## src/rtl/rtt_pkg.sv

```systemverilog
// What this block does
// - divide 20 MHz reference to 5 MHz ticks
// - align all framing to 1 Hz pulse
// - free-run on own oscillator without reference
// - measure own oscillator against stable reference
// - 28 Hz firing locked to second pulse
// - 28 minor frames per one-second major frame
// - 8 ms earth window each minor frame
// - separate surface return window each frame
// - telemetry transfer slot each minor frame
// - sync analog side, reset energy latches
// - 200 ns coarse timer shared by all channels
// - noise and event counters per channel
// - calibration counters for twelve fine timers
// - six channels: fire plus five returns
// - return channel one shared with earth window
// - timestamp is coarse count plus fine value
// - stamp fire, five returns, earth pulse
// - per-detector gain and threshold values
// - comparator enable silences noisy channel
// - stamp both rising and falling edges
// - surface window 0 to 5 ms after fire
// - fire about 9.66 ms after frame origin
package rtt_pkg;
	// ************************************************************
	// rates and times
	// ************************************************************
	localparam int unsigned SYS_HZ = 25_000_000;
	localparam int unsigned SRO_HZ = 20_000_000;
	localparam int unsigned REF_HZ = 5_000_000;
	localparam int unsigned SRO_DIV = SRO_HZ / REF_HZ;
	localparam int unsigned SYS_DIV = SYS_HZ / REF_HZ;
	localparam int unsigned FIRE_HZ = 28;
	localparam int unsigned MINORS = 28;
	localparam int unsigned TICKS_PER_US = REF_HZ / 1_000_000;
	localparam int unsigned MINOR_TICKS = REF_HZ / FIRE_HZ;
	localparam int unsigned EARTH_WIN_US = 8000;
	localparam int unsigned EARTH_TICKS = EARTH_WIN_US * TICKS_PER_US;
	localparam int unsigned FIRE_DLY_US = 9660;
	localparam int unsigned FIRE_TICKS = FIRE_DLY_US * TICKS_PER_US;
	localparam int unsigned SURF_MAX_US = 5000;
	localparam int unsigned SURF_MAX_TICKS = SURF_MAX_US * TICKS_PER_US;
	localparam int unsigned TLM_SLOT_US = 30000;
	localparam int unsigned TLM_TICKS = TLM_SLOT_US * TICKS_PER_US;
	localparam int unsigned PPS_SLACK = 64;
	localparam int unsigned REF_LOSS_CYC = 8;
	localparam int unsigned GATE_TICKS = REF_HZ;
	// ************************************************************
	// sizes and widths
	// ************************************************************
	localparam int unsigned NUM_CH = 6;
	localparam int unsigned NUM_RET = 5;
	localparam int unsigned NUM_TDC = 12;
	localparam int unsigned COARSE_W = 24;
	localparam int unsigned FINE_W = 16;
	localparam int unsigned CNT_W = 16;
	localparam int unsigned DAC_W = 12;
	localparam int unsigned DLY_W = 15;
	localparam int unsigned TICK_W = 18;
	localparam int unsigned MINOR_W = 5;
	localparam int unsigned LOSS_W = 4;
	localparam int unsigned GATE_W = 23;
	localparam int unsigned OSC_W = 25;
	localparam int unsigned CH_FIRE = 0;
	localparam int unsigned CH_SHARED = 1;
	// ************************************************************
	// types
	// ************************************************************
	typedef enum logic [4:0] {
		PH_EARTH = 5'h01,
		PH_AIM = 5'h02,
		PH_DELAY = 5'h04,
		PH_SURF = 5'h08,
		PH_TLM = 5'h10
	} rtt_phase_t;
	typedef struct packed {
		logic earth;
		logic fall;
		logic [COARSE_W-1:0] coarse;
		logic [FINE_W-1:0] fine;
	} rtt_stamp_t;
	typedef struct packed {
		logic [DAC_W-1:0] gain;
		logic [DAC_W-1:0] thr;
		logic en;
	} rtt_det_cfg_t;
	function automatic logic [CNT_W-1:0] rtt_sat_inc(input logic [CNT_W-1:0] v);
		return (v == '1) ? v : v + 1'b1;
	endfunction : rtt_sat_inc
endpackage : rtt_pkg

```

## src/rtl/rtt_chan.sv

```systemverilog
`timescale 1ns/1ps
module rtt_chan (
	// clock and reset
	input wire logic sys_clk,
	input wire logic rst_n,
	// comparator and fine time
	input wire logic comp,
	input wire logic [rtt_pkg::FINE_W-1:0] fine,
	// timing context
	input wire logic win,
	input wire logic earth,
	input wire logic [rtt_pkg::COARSE_W-1:0] coarse,
	input wire logic origin,
	input wire logic [rtt_pkg::CNT_W-1:0] noise_lim,
	// results
	output rtt_pkg::rtt_stamp_t stamp,
	output logic stamp_vld,
	output logic [rtt_pkg::CNT_W-1:0] evt_cnt,
	output logic [rtt_pkg::CNT_W-1:0] noise_cnt,
	output logic noisy
);
	import rtt_pkg::*;
	typedef struct packed {
		logic comp_q;
		rtt_stamp_t stamp;
		logic vld;
		logic [CNT_W-1:0] evt;
		logic [CNT_W-1:0] run;
		logic [CNT_W-1:0] held;
		logic noisy;
	} rtt_chan_st_t;
	rtt_chan_st_t st_ff;
	rtt_chan_st_t nxt_st;
	logic rise;
	logic fall;
	// ************************************************************
	// edge capture and counters
	// ************************************************************
	always_comb begin
		nxt_st = st_ff;
		rise = comp & ~st_ff.comp_q;
		fall = ~comp & st_ff.comp_q;
		nxt_st.comp_q = comp;
		nxt_st.vld = 1'b0;
		if ((rise | fall) && win) begin
			nxt_st.stamp.earth = earth;
			nxt_st.stamp.fall = fall;
			nxt_st.stamp.coarse = coarse;
			nxt_st.stamp.fine = fine;
			nxt_st.vld = 1'b1;
			nxt_st.evt = rtt_sat_inc(st_ff.evt);
		end
		if (origin) begin
			nxt_st.held = st_ff.run;
			nxt_st.run = rise ? CNT_W'(1) : '0;
			nxt_st.noisy = (st_ff.run > noise_lim);
		end else if (rise) begin
			nxt_st.run = rtt_sat_inc(st_ff.run);
		end
	end
	always_ff @(posedge sys_clk or negedge rst_n) begin
		if (!rst_n) begin
			st_ff <= '0;
		end else begin
			st_ff <= nxt_st;
		end
	end
	assign stamp = st_ff.stamp;
	assign stamp_vld = st_ff.vld;
	assign evt_cnt = st_ff.evt;
	assign noise_cnt = st_ff.held;
	assign noisy = st_ff.noisy;
endmodule : rtt_chan

```

## src/rtl/rtt_div.sv

```systemverilog
`timescale 1ns/1ps
module rtt_div #(
	parameter int unsigned DIV = 4
) (
	// clock and reset
	input wire logic sys_clk,
	input wire logic rst_n,
	// count enable and divided pulse
	input wire logic en,
	output logic pulse
);
	import rtt_pkg::*;
	localparam int unsigned W = $clog2(DIV + 1);
	typedef struct packed {
		logic [W-1:0] cnt;
		logic pulse;
	} rtt_div_st_t;
	rtt_div_st_t st_ff;
	rtt_div_st_t nxt_st;
	// ************************************************************
	// divider
	// ************************************************************
	always_comb begin
		nxt_st = st_ff;
		nxt_st.pulse = 1'b0;
		if (en) begin
			if (st_ff.cnt == W'(DIV - 1)) begin
				nxt_st.cnt = '0;
				nxt_st.pulse = 1'b1;
			end else begin
				nxt_st.cnt = st_ff.cnt + 1'b1;
			end
		end
	end
	always_ff @(posedge sys_clk or negedge rst_n) begin
		if (!rst_n) begin
			st_ff <= '0;
		end else begin
			st_ff <= nxt_st;
		end
	end
	assign pulse = st_ff.pulse;
endmodule : rtt_div

```

## src/rtl/rtt_top.sv

```systemverilog
`timescale 1ns/1ps
module rtt_top #(
	parameter int unsigned MINOR_TICKS = rtt_pkg::MINOR_TICKS,
	parameter int unsigned EARTH_TICKS = rtt_pkg::EARTH_TICKS,
	parameter int unsigned FIRE_TICKS = rtt_pkg::FIRE_TICKS,
	parameter int unsigned SURF_MAX_TICKS = rtt_pkg::SURF_MAX_TICKS,
	parameter int unsigned TLM_TICKS = rtt_pkg::TLM_TICKS,
	parameter int unsigned GATE_TICKS = rtt_pkg::GATE_TICKS
) (
	// clock and reset
	input wire logic sys_clk,
	input wire logic rst_n,
	// spacecraft timing
	input wire logic sro_clk,
	input wire logic pps,
	// command side
	input wire logic [rtt_pkg::DLY_W-1:0] surf_dly,
	input wire rtt_pkg::rtt_det_cfg_t [rtt_pkg::NUM_RET-1:0] det_cfg,
	input wire logic [rtt_pkg::CNT_W-1:0] noise_lim,
	// detector and fine timer side
	input wire logic [rtt_pkg::NUM_CH-1:0] comp,
	input wire logic [rtt_pkg::NUM_CH-1:0][rtt_pkg::FINE_W-1:0] fine,
	input wire logic [rtt_pkg::NUM_RET-1:0] adc_done,
	input wire logic [rtt_pkg::NUM_TDC-1:0] tdc_slip,
	// timing outputs
	output logic ref_ok,
	output logic frame_origin,
	output logic [rtt_pkg::MINOR_W-1:0] minor_idx,
	output logic earth_win,
	output logic surf_win,
	output logic fire_cmd,
	output logic tlm_slot,
	// detector controls
	output rtt_pkg::rtt_det_cfg_t [rtt_pkg::NUM_RET-1:0] det_ctl,
	output logic [rtt_pkg::NUM_RET-1:0] latch_rst,
	// measurement results
	output rtt_pkg::rtt_stamp_t [rtt_pkg::NUM_CH-1:0] stamp,
	output logic [rtt_pkg::NUM_CH-1:0] stamp_vld,
	output logic [rtt_pkg::NUM_CH-1:0][rtt_pkg::CNT_W-1:0] evt_cnt,
	output logic [rtt_pkg::NUM_CH-1:0][rtt_pkg::CNT_W-1:0] noise_cnt,
	output logic [rtt_pkg::NUM_TDC-1:0][rtt_pkg::CNT_W-1:0] cal_cnt,
	output logic [rtt_pkg::OSC_W-1:0] osc_cnt
);
	import rtt_pkg::*;
	typedef struct packed {
		logic sro_q;
		logic pps_q;
		logic [LOSS_W-1:0] loss;
		logic ref_ok;
		logic pps_lock;
		rtt_phase_t phase;
		logic [TICK_W-1:0] tick_cnt;
		logic [COARSE_W-1:0] maj_cnt;
		logic [MINOR_W-1:0] minor;
		logic [DLY_W-1:0] dly_cnt;
		logic origin;
		logic fire;
		rtt_det_cfg_t [NUM_RET-1:0] det;
		logic [NUM_RET-1:0] latch;
		logic [NUM_TDC-1:0][CNT_W-1:0] cal_run;
		logic [NUM_TDC-1:0][CNT_W-1:0] cal_held;
		logic [GATE_W-1:0] gate_cnt;
		logic [OSC_W-1:0] osc_run;
		logic [OSC_W-1:0] osc_held;
	} rtt_top_st_t;
	rtt_top_st_t st_ff;
	rtt_top_st_t nxt_st;
	logic sro_rise;
	logic pps_rise;
	logic sro_tick;
	logic int_tick;
	logic tick;
	logic major;
	logic [DLY_W-1:0] dly;
	logic [TICK_W-1:0] end_cnt;
	logic [NUM_CH-1:0] ch_win;
	logic [NUM_CH-1:0] ch_noisy;
	logic [NUM_RET-1:0] ctl_en;

	// ************************************************************
	// window decode
	// ************************************************************
	function automatic logic rtt_ch_win(input rtt_phase_t ph, input int unsigned ch);
		logic w;
		w = (ph == PH_SURF);
		if (ch == CH_FIRE) begin
			w = (ph == PH_DELAY) || (ph == PH_SURF);
		end else if (ch == CH_SHARED) begin
			w = (ph == PH_EARTH) || (ph == PH_SURF);
		end
		return w;
	endfunction : rtt_ch_win

	// ************************************************************
	// reference dividers
	// ************************************************************
	rtt_div #(
		.DIV(SRO_DIV)
	) u_sro_div (
		.sys_clk(sys_clk),
		.rst_n(rst_n),
		.en(sro_rise),
		.pulse(sro_tick)
	);
	rtt_div #(
		.DIV(SYS_DIV)
	) u_int_div (
		.sys_clk(sys_clk),
		.rst_n(rst_n),
		.en(1'b1),
		.pulse(int_tick)
	);

	// ************************************************************
	// timing channels
	// ************************************************************
	genvar g;
	generate
		for (g = 0; g < NUM_CH; g++) begin : g_ch
			assign ch_win[g] = rtt_ch_win(st_ff.phase, g);
			rtt_chan u_chan (
				.sys_clk(sys_clk),
				.rst_n(rst_n),
				.comp(comp[g]),
				.fine(fine[g]),
				.win(ch_win[g]),
				.earth(st_ff.phase == PH_EARTH),
				.coarse(st_ff.maj_cnt),
				.origin(st_ff.origin),
				.noise_lim(noise_lim),
				.stamp(stamp[g]),
				.stamp_vld(stamp_vld[g]),
				.evt_cnt(evt_cnt[g]),
				.noise_cnt(noise_cnt[g]),
				.noisy(ch_noisy[g])
			);
		end
	endgenerate

	// ************************************************************
	// next state
	// ************************************************************
	always_comb begin
		nxt_st = st_ff;
		sro_rise = sro_clk & ~st_ff.sro_q;
		pps_rise = pps & ~st_ff.pps_q;
		tick = st_ff.ref_ok ? sro_tick : int_tick;
		major = st_ff.origin && (st_ff.minor == '0);
		dly = (surf_dly > DLY_W'(SURF_MAX_TICKS)) ? DLY_W'(SURF_MAX_TICKS) : surf_dly;
		end_cnt = TICK_W'(MINOR_TICKS - 1);
		if (st_ff.minor == MINOR_W'(MINORS - 1) && st_ff.pps_lock) begin
			end_cnt = TICK_W'(MINOR_TICKS - 1 + PPS_SLACK);
		end
		nxt_st.sro_q = sro_clk;
		nxt_st.pps_q = pps;
		nxt_st.origin = 1'b0;
		nxt_st.fire = 1'b0;
		// reference presence
		if (sro_rise) begin
			nxt_st.loss = '0;
		end else if (st_ff.loss != LOSS_W'(REF_LOSS_CYC)) begin
			nxt_st.loss = st_ff.loss + 1'b1;
		end
		nxt_st.ref_ok = (st_ff.loss != LOSS_W'(REF_LOSS_CYC));
		// frame sequencing
		if (pps_rise) begin
			nxt_st.pps_lock = 1'b1;
			nxt_st.tick_cnt = '0;
			nxt_st.maj_cnt = '0;
			nxt_st.minor = '0;
			nxt_st.origin = 1'b1;
			nxt_st.phase = PH_EARTH;
		end else if (tick) begin
			nxt_st.maj_cnt = st_ff.maj_cnt + 1'b1;
			if (st_ff.tick_cnt == end_cnt) begin
				nxt_st.tick_cnt = '0;
				nxt_st.origin = 1'b1;
				nxt_st.phase = PH_EARTH;
				if (st_ff.minor == MINOR_W'(MINORS - 1)) begin
					nxt_st.minor = '0;
					nxt_st.maj_cnt = '0;
					nxt_st.pps_lock = 1'b0;
				end else begin
					nxt_st.minor = st_ff.minor + 1'b1;
				end
			end else begin
				nxt_st.tick_cnt = st_ff.tick_cnt + 1'b1;
				case (st_ff.phase)
					PH_EARTH: begin
						if (st_ff.tick_cnt == TICK_W'(EARTH_TICKS - 1)) begin
							nxt_st.phase = PH_AIM;
						end
					end
					PH_AIM: begin
						if (st_ff.tick_cnt == TICK_W'(FIRE_TICKS - 1)) begin
							nxt_st.fire = 1'b1;
							nxt_st.dly_cnt = '0;
							nxt_st.phase = PH_DELAY;
						end
					end
					PH_DELAY: begin
						if (st_ff.dly_cnt >= dly) begin
							nxt_st.phase = PH_SURF;
						end else begin
							nxt_st.dly_cnt = st_ff.dly_cnt + 1'b1;
						end
					end
					PH_SURF: begin
						if (st_ff.tick_cnt == TICK_W'(TLM_TICKS - 1)) begin
							nxt_st.phase = PH_TLM;
						end
					end
					PH_TLM: begin
						nxt_st.phase = PH_TLM;
					end
					default: begin
						nxt_st.phase = PH_TLM;
					end
				endcase
			end
		end
		// detector controls
		for (int k = 0; k < NUM_RET; k++) begin
			nxt_st.det[k] = det_cfg[k];
			nxt_st.det[k].en = det_cfg[k].en & ~ch_noisy[k+1];
		end
		nxt_st.latch = adc_done;
		// fine timer calibration
		for (int k = 0; k < NUM_TDC; k++) begin
			if (major) begin
				nxt_st.cal_held[k] = st_ff.cal_run[k];
				nxt_st.cal_run[k] = tdc_slip[k] ? CNT_W'(1) : '0;
			end else if (tdc_slip[k]) begin
				nxt_st.cal_run[k] = rtt_sat_inc(st_ff.cal_run[k]);
			end
		end
		// own oscillator against reference
		if (!st_ff.ref_ok) begin
			nxt_st.gate_cnt = '0;
			nxt_st.osc_run = '0;
		end else begin
			nxt_st.osc_run = st_ff.osc_run + 1'b1;
			if (sro_tick) begin
				if (st_ff.gate_cnt == GATE_W'(GATE_TICKS - 1)) begin
					nxt_st.gate_cnt = '0;
					nxt_st.osc_held = st_ff.osc_run + 1'b1;
					nxt_st.osc_run = '0;
				end else begin
					nxt_st.gate_cnt = st_ff.gate_cnt + 1'b1;
				end
			end
		end
	end

	// ************************************************************
	// state register
	// ************************************************************
	always_ff @(posedge sys_clk or negedge rst_n) begin
		if (!rst_n) begin
			st_ff <= '0;
			st_ff.phase <= PH_TLM;
			st_ff.loss <= LOSS_W'(REF_LOSS_CYC);
		end else begin
			st_ff <= nxt_st;
		end
	end

	// ************************************************************
	// outputs
	// ************************************************************
	assign ref_ok = st_ff.ref_ok;
	assign frame_origin = st_ff.origin;
	assign minor_idx = st_ff.minor;
	assign earth_win = st_ff.phase[0];
	assign surf_win = st_ff.phase[3];
	assign tlm_slot = st_ff.phase[4];
	assign fire_cmd = st_ff.fire;
	assign det_ctl = st_ff.det;
	assign latch_rst = st_ff.latch;
	assign cal_cnt = st_ff.cal_held;
	assign osc_cnt = st_ff.osc_held;

	always_comb begin
		for (int k = 0; k < NUM_RET; k++) begin
			ctl_en[k] = st_ff.det[k].en;
		end
	end
endmodule : rtt_top

```

## config.mk

```make
export PLATFORM = sky130hd
export DESIGN_NAME = rtt_top
export DESIGN_NICKNAME = d
export VERILOG_FILES = /design/src/rtl/rtt_pkg.sv /design/src/rtl/rtt_chan.sv /design/src/rtl/rtt_div.sv /design/src/rtl/rtt_top.sv
export SDC_FILE = /design/constraint.sdc
export NUM_CORES = 2
export LEC_CHECK = 0
export BUFFER_PORTS_ARGS = -buffer_cell sky130_fd_sc_hd__buf_2
export CAP_MARGIN = 20
export CELL_PAD_IN_SITES_DETAIL_PLACEMENT = 0
export CELL_PAD_IN_SITES_GLOBAL_PLACEMENT = 1
export CORE_AREA = 2 2 427 429
export DETAILED_ROUTE_END_ITERATION = 16
export DIE_AREA = 0 0 429 431
export PLACE_DENSITY = 0.65
export RECOVER_POWER = 25
export SYNTH_ARGS = -nofsm -noshare
export SYNTH_HDL_FRONTEND = slang
export SYNTH_SLANG_ARGS = --single-unit
```

## constraint.sdc

```tcl
create_clock -name sys_clk -period 3.9 [get_ports sys_clk]
set_input_delay 0.195 -clock sys_clk [delete_from_list [all_inputs] [get_ports sys_clk]]
set_output_delay 0.195 -clock sys_clk [all_outputs]
set_load 0.01 [all_outputs]
```

# Word level (Yosys, flattened, before mapping)
# Cells that the tools add are included.
# classes
n_addsub	33
n_lt_le_gt_ge	7
n_eq_ne	62
muxes	121
n_bitwise	52
reduce_logical	63
# op_table
cell	count
two-way mux 16 bit	60
adder 16 x 1 -> 16 bit, second input constant	24
== test 16 bit, second input constant	24
two-way mux 17 bit	6
greater-than comparator 16 bit	5
two-way mux 73 bit	1
two-way mux 70 bit	1
two-way mux 15 bit	4
two-way mux 53 bit	1
two-way mux 50 bit	1
AND reduction 2 bit	25
two-way mux 48 bit	1
two-way mux 23 bit	2
nonzero test 2 bit	23
!= test 2 bit, second input constant	20
== test 18 x 16 -> 1 bit, second input constant	2
two-way mux 1 bit	30
case mux 15 bit (2 select lines)	1
two-way mux 29 bit	1
inverter 1 bit	27
adder 25 x 1 -> 25 bit, second input constant	1
two-way mux 5 bit	5
adder 24 x 1 -> 24 bit, second input constant	1
two-way mux 24 bit	1
other kinds (33)	71
# word_totals
register_bits	1229
inputBits	279
out_inout_bits	808
wordCells	456

# Longest topological paths before layout
# depth
word_depth	8
depth_mapped	14
depth_no_buf	13

# Modules after synthesis
# A second synthesis with hierarchy kept.
# hier_totals
hier_cells	5742
area_unflattened_um2	60215.3
# modules_own_cells
module	n_inst	cells_each	area_each_um2	seq_area_each_um2
rtt_top	1	3209	30759.5	16618.4
rtt_chan	6	417	4849.7	2327.2
rtt_div (u_int_div)	1	18	192.7	100.1
rtt_div (u_sro_div)	1	13	165.2	100.1

# Worst setup path after synthesis
# Ideal clock, no wire load.
# synth_timing
path_type	in2reg
from	in surf_dly[11] in the netlist's numbering
to	reg st_ff[600] in the netlist's numbering
setup_time_ns	0.129
t_arrival_ns	2.579
required_time_ns	3.771
slack_ns	1.192
cell_stages	12
path_buffers	1
cell_sequence	or4_1 -> a31oi_1 -> or2_2 -> nand2_1 -> ha_1 -> nand2_1 -> o21ai_0 -> a31oi_1 -> a21oi_1 -> clkbuf_1 -> nor3_1 -> mux2i_1
# synth_between
elab_chain_cells	5
# synth_rtl
element	line_no	rtl
start, declared	rtt_top.sv:17	input wire logic [rtt_pkg::DLY_W-1:0] surf_dly,
greater-than comparator 15 bit	rtt_top.sv:149	dly = (surf_dly > DLY_W'(SURF_MAX_TICKS)) ? DLY_W'(SURF_MAX_TICKS) : surf_dly;
two-way mux 15 bit *	rtt_top.sv:149	
>= comparator 15 bit *	rtt_top.sv:202	if (st_ff.dly_cnt >= dly) begin
!= test 2 bit (no source line) *	--	
AND reduction 6 bit (no source line) *	--	
end signal, assigned	rtt_top.sv:264	st_ff <= nxt_st;
end, declared	rtt_top.sv:66	rtt_top_st_t st_ff;
# Every way passes the cells marked *; elsewhere a longest branch is shown, timed or not.
# A chain may end at the register's enable or synchronous reset.

==> results by group <==
Power
  – Leakage power: 34.4 nW
  – Peak VDD IR: 318 uV
  – PwrDens: between 400 and 500 nW/um2

STA
  – Maximum clock rate: 296 MHz
  – Setup WS post-layout: around 520 ps
  – Endpoints failing setup: 0
  – Fin crit period: 3380 ps
  – Worst-Margin Slew: 1900 ps
  – Final setup TNS: 0 ps
  – Unrepaired setup endpoints after global routing: no
  – Final hold vios: 0
  – Max_slew headroom: -26.7%
  – Period Utilization, post-route: 86.8%
  – Final clock skew: 33.3 ps
  – Final slew viol count: 118

Layout
  – Finished Core Util: 38.6%
  – Area grow syn2layout: 17.8%
  – Register area: 30800 um2
  – # fillers: 18000
  – Post-route cell area: 69600 um2
  – Layout cells sized above 1: around a fifth
  – Area occupied by multi-input gates: 21000 um2
  – Final net count: 6953

Floorplanning
  – Row count: 156
  – # IOs: about 1100
  – Die Wd: about 430 um
  – Die Span Y: 431 um
  – Area of the core: 180000 um2
  – Initial Utilization: 32.8%
  – Die area: 185000 um2

Setup path
  – WS Path Type: reg2reg
  – Worst EP required: 4570 ps
  – Crit path DAT: between 4000 and 5000 ps
  – Critical path origin: frame_origin
  – Crit start category: flip-flop
  – Crit end category: flip-flop
  – Crit Path Max Fanout: 31
  – Reg2reg start: frame_origin

Clock tree
  – CTS Sinks: 1229
  – CTS tree: built
  – Clk_lat worst skew: 820 ps
  – Post-CTS setup buffer count: 0
  – Num CTS Buffers: 147
  – Clock slew at reported path FFs: 60 ps
  – Root Buffer: clkbuf_16
  – Cts repair resizes: 0
  – Htree depth: 4
  – CTS Buffer Depth: 3

Yosys
  – Syn_nets: ~6300
  – Async set-reset flop share out of synthesis: 100%
  – Share of the yosys chip area belonging to registers: 52.1%
  – Netlist cell types: 84
  – Post-Syn Instances: 5864
  – Mean post-synth cell area: between 10 and 15 um2
  – Synthesized cell area: about 60000 um2
  – Most frequent cell after synthesis: dfrtp_1
  – Synth warn: 0
  – Top_reg_cell synth: dfrtp_1
  – Commonest cells in the netlist: dfrtp_1 (1227), nand2_1 (1170), buf_4 (807), nor2_1 (376), mux2_2 (225)
  – Area leader, netlist: dfrtp_1
  – Number of synthesized flops with an enable pin: 0
  – Yosys reg bits: 1229
  – Top-area cell type share of the netlist area: 52.0%
  – Leading post-synthesis cells by cell area: dfrtp_1 (52%), buf_4 (10%), nand2_1 (7.4%)

Global routing
  – Number of global-route vias before repair: 42600
  – Largest net degree at the start of global routing: about 170
  – Initial antenna violation count: 13
  – GRT Resource Usage Total: roughly a fifth
  – First-pass GRT wire length: 278000 um
  – Grt ovf: 0

Routing
  – DRT Pass-1 Iters: 5
  – WL/cell: 20.6 um
  – DRT antenna net count: 0
  – DR vias: 42700
  – Drt total wl: approximately 190000 um
  – Vias/cell: 4.74
  – Drt drc: 0
  – Violation count after the first detailed-route iteration: between 2000 and 3000

Outcome
  – Status: complete, but fails checks
  – Failing checks: max-capacitance violations, max-slew violations

Placement
  – DP Area: 61400 um2
  – Gpl congestion: 0.856
  – Post-DP HPWL: between 100000 and 150000 um
  – Post-place setup slack: ~650 ps
  – I/O Buffers: 1086

Job
  – Max-cap viol count: 2

Hold path
  – Min-delay src: det_cfg[68]
  – Hold WC Path Type: in2reg
-- path summary, 6_finish.rpt --
check                                                end  slack [ps]  cells past startpoint
worst max-delay path                g_ch[5].u_chan.noisy         520                      6
worst min-delay path                         det_ctl[68]          70                      2
worst max register to register      g_ch[5].u_chan.noisy         520                      6
worst min register to register                cal_cnt[7]         470                      2
max in group asynchronous                    det_ctl[52]         790                      4
min in group asynchronous       g_ch[5].u_chan.stamp[25]        1060                      3
-- sequential cells by signal, summed over array words and instances, names as in the netlist, 3 cells and up --
signal and count:
cal_cnt 192, st_ff 306, g_ch.u_chan.stamp_vld 6, osc_cnt 25
u_sro_div.st_ff 3, u_int_div.st_ff 3, latch_rst 5, g_ch.u_chan.noise_cnt 96
g_ch.u_chan.noisy 5, g_ch.u_chan.st_ff 102, minor_idx 5, g_ch.u_chan.evt_cnt 96
g_ch.u_chan.stamp 252, det_ctl 125
-- kinds of logic after synthesis --
logic type                 synth area share [%]
muxes                                      4.80
AOI/OAI and AO/OA                          5.00
adders and majority gates                  3.05
and+or+nand+nor                            17.7
xor gates and xnor gates                   4.97
DFF                                        52.1
buffers and inverters                      12.4
-- cell type report --
type	instances	share of cell area [%]
inverters	121	0.663
flip-flops and latches	1229	44.2
well taps	2370	4.26
clock buffers	214	6.09
repair buffers	1523	13.6
diodes	9	0.0324
clock inverters	49	0.946
multi-input cells	3508	30.2
-- worst max-delay path, cell delays in order, from the launching register on --
cell and delay (ps):
dfrtp_1 1340, inv_1 830, buf_4 390, a211oi_1 210, o31ai_1 140, a311oi_1 210
nor2_1 70
-- through the flow --
step	hold slack, ps	total power [W]	std cells
2_1_floorplan	-101	0.0160	5864
3_3_place_gp	268	0.0172	8379
3_5_place_dp	272	0.0173	8379
4_1_cts	3.75	0.0318	9013
5_1_grt	30.2	0.0326	9019
6_report	69.3	0.0312	9023
-- cells in the final DEF, fill, tap and decap left out, drive strengths merged, types with 24 or more instances in the layout --
cell,Yosys,final
a21oi,107,107
nand4,137,137
dlygate4sd3,0,371
xnor2,189,189
buf,832,855
nor2,376,376
ha,144,144
clkinv,0,24
nor4,30,30
nor3,91,91
and4,56,56
and2,24,24
o31ai,24,24
xor2,146,146
inv,121,130
nand2,1170,1170
or3,48,48
clkbuf,174,511
mux2i,30,30
nor2b,33,33
dfrtp,1227,1227
mux2,225,225
nand3,196,196
o21ai,190,190
nand2b,29,29
and3,58,58
a21o,25,25
-- repair_timing --
item / in CTS / in global routing
hold buffers: 371 / 0
endpoints found under the hold margin: 771 / 0
endpoints found under the setup margin: 0 / 0
-- where the power goes --
group	total, W	switching (W)	internal [W]
Sequential	0.0141	0.000667	0.0134
Combinational	0.00316	0.00194	0.00122
Clock	0.0140	0.00578	0.00820
-- per-layer routing --
layer  global-route usage, %  vias up  part of all wire, %
met5                       0        -                0.024
met4                    8.07        8                  4.0
met3                    5.30      284                  6.6
met2                    30.7     1120                   46
met1                    25.9    21200                   44
li1                        -    20200                    -
No activity file was read; power rests on OpenSTA's default activity.
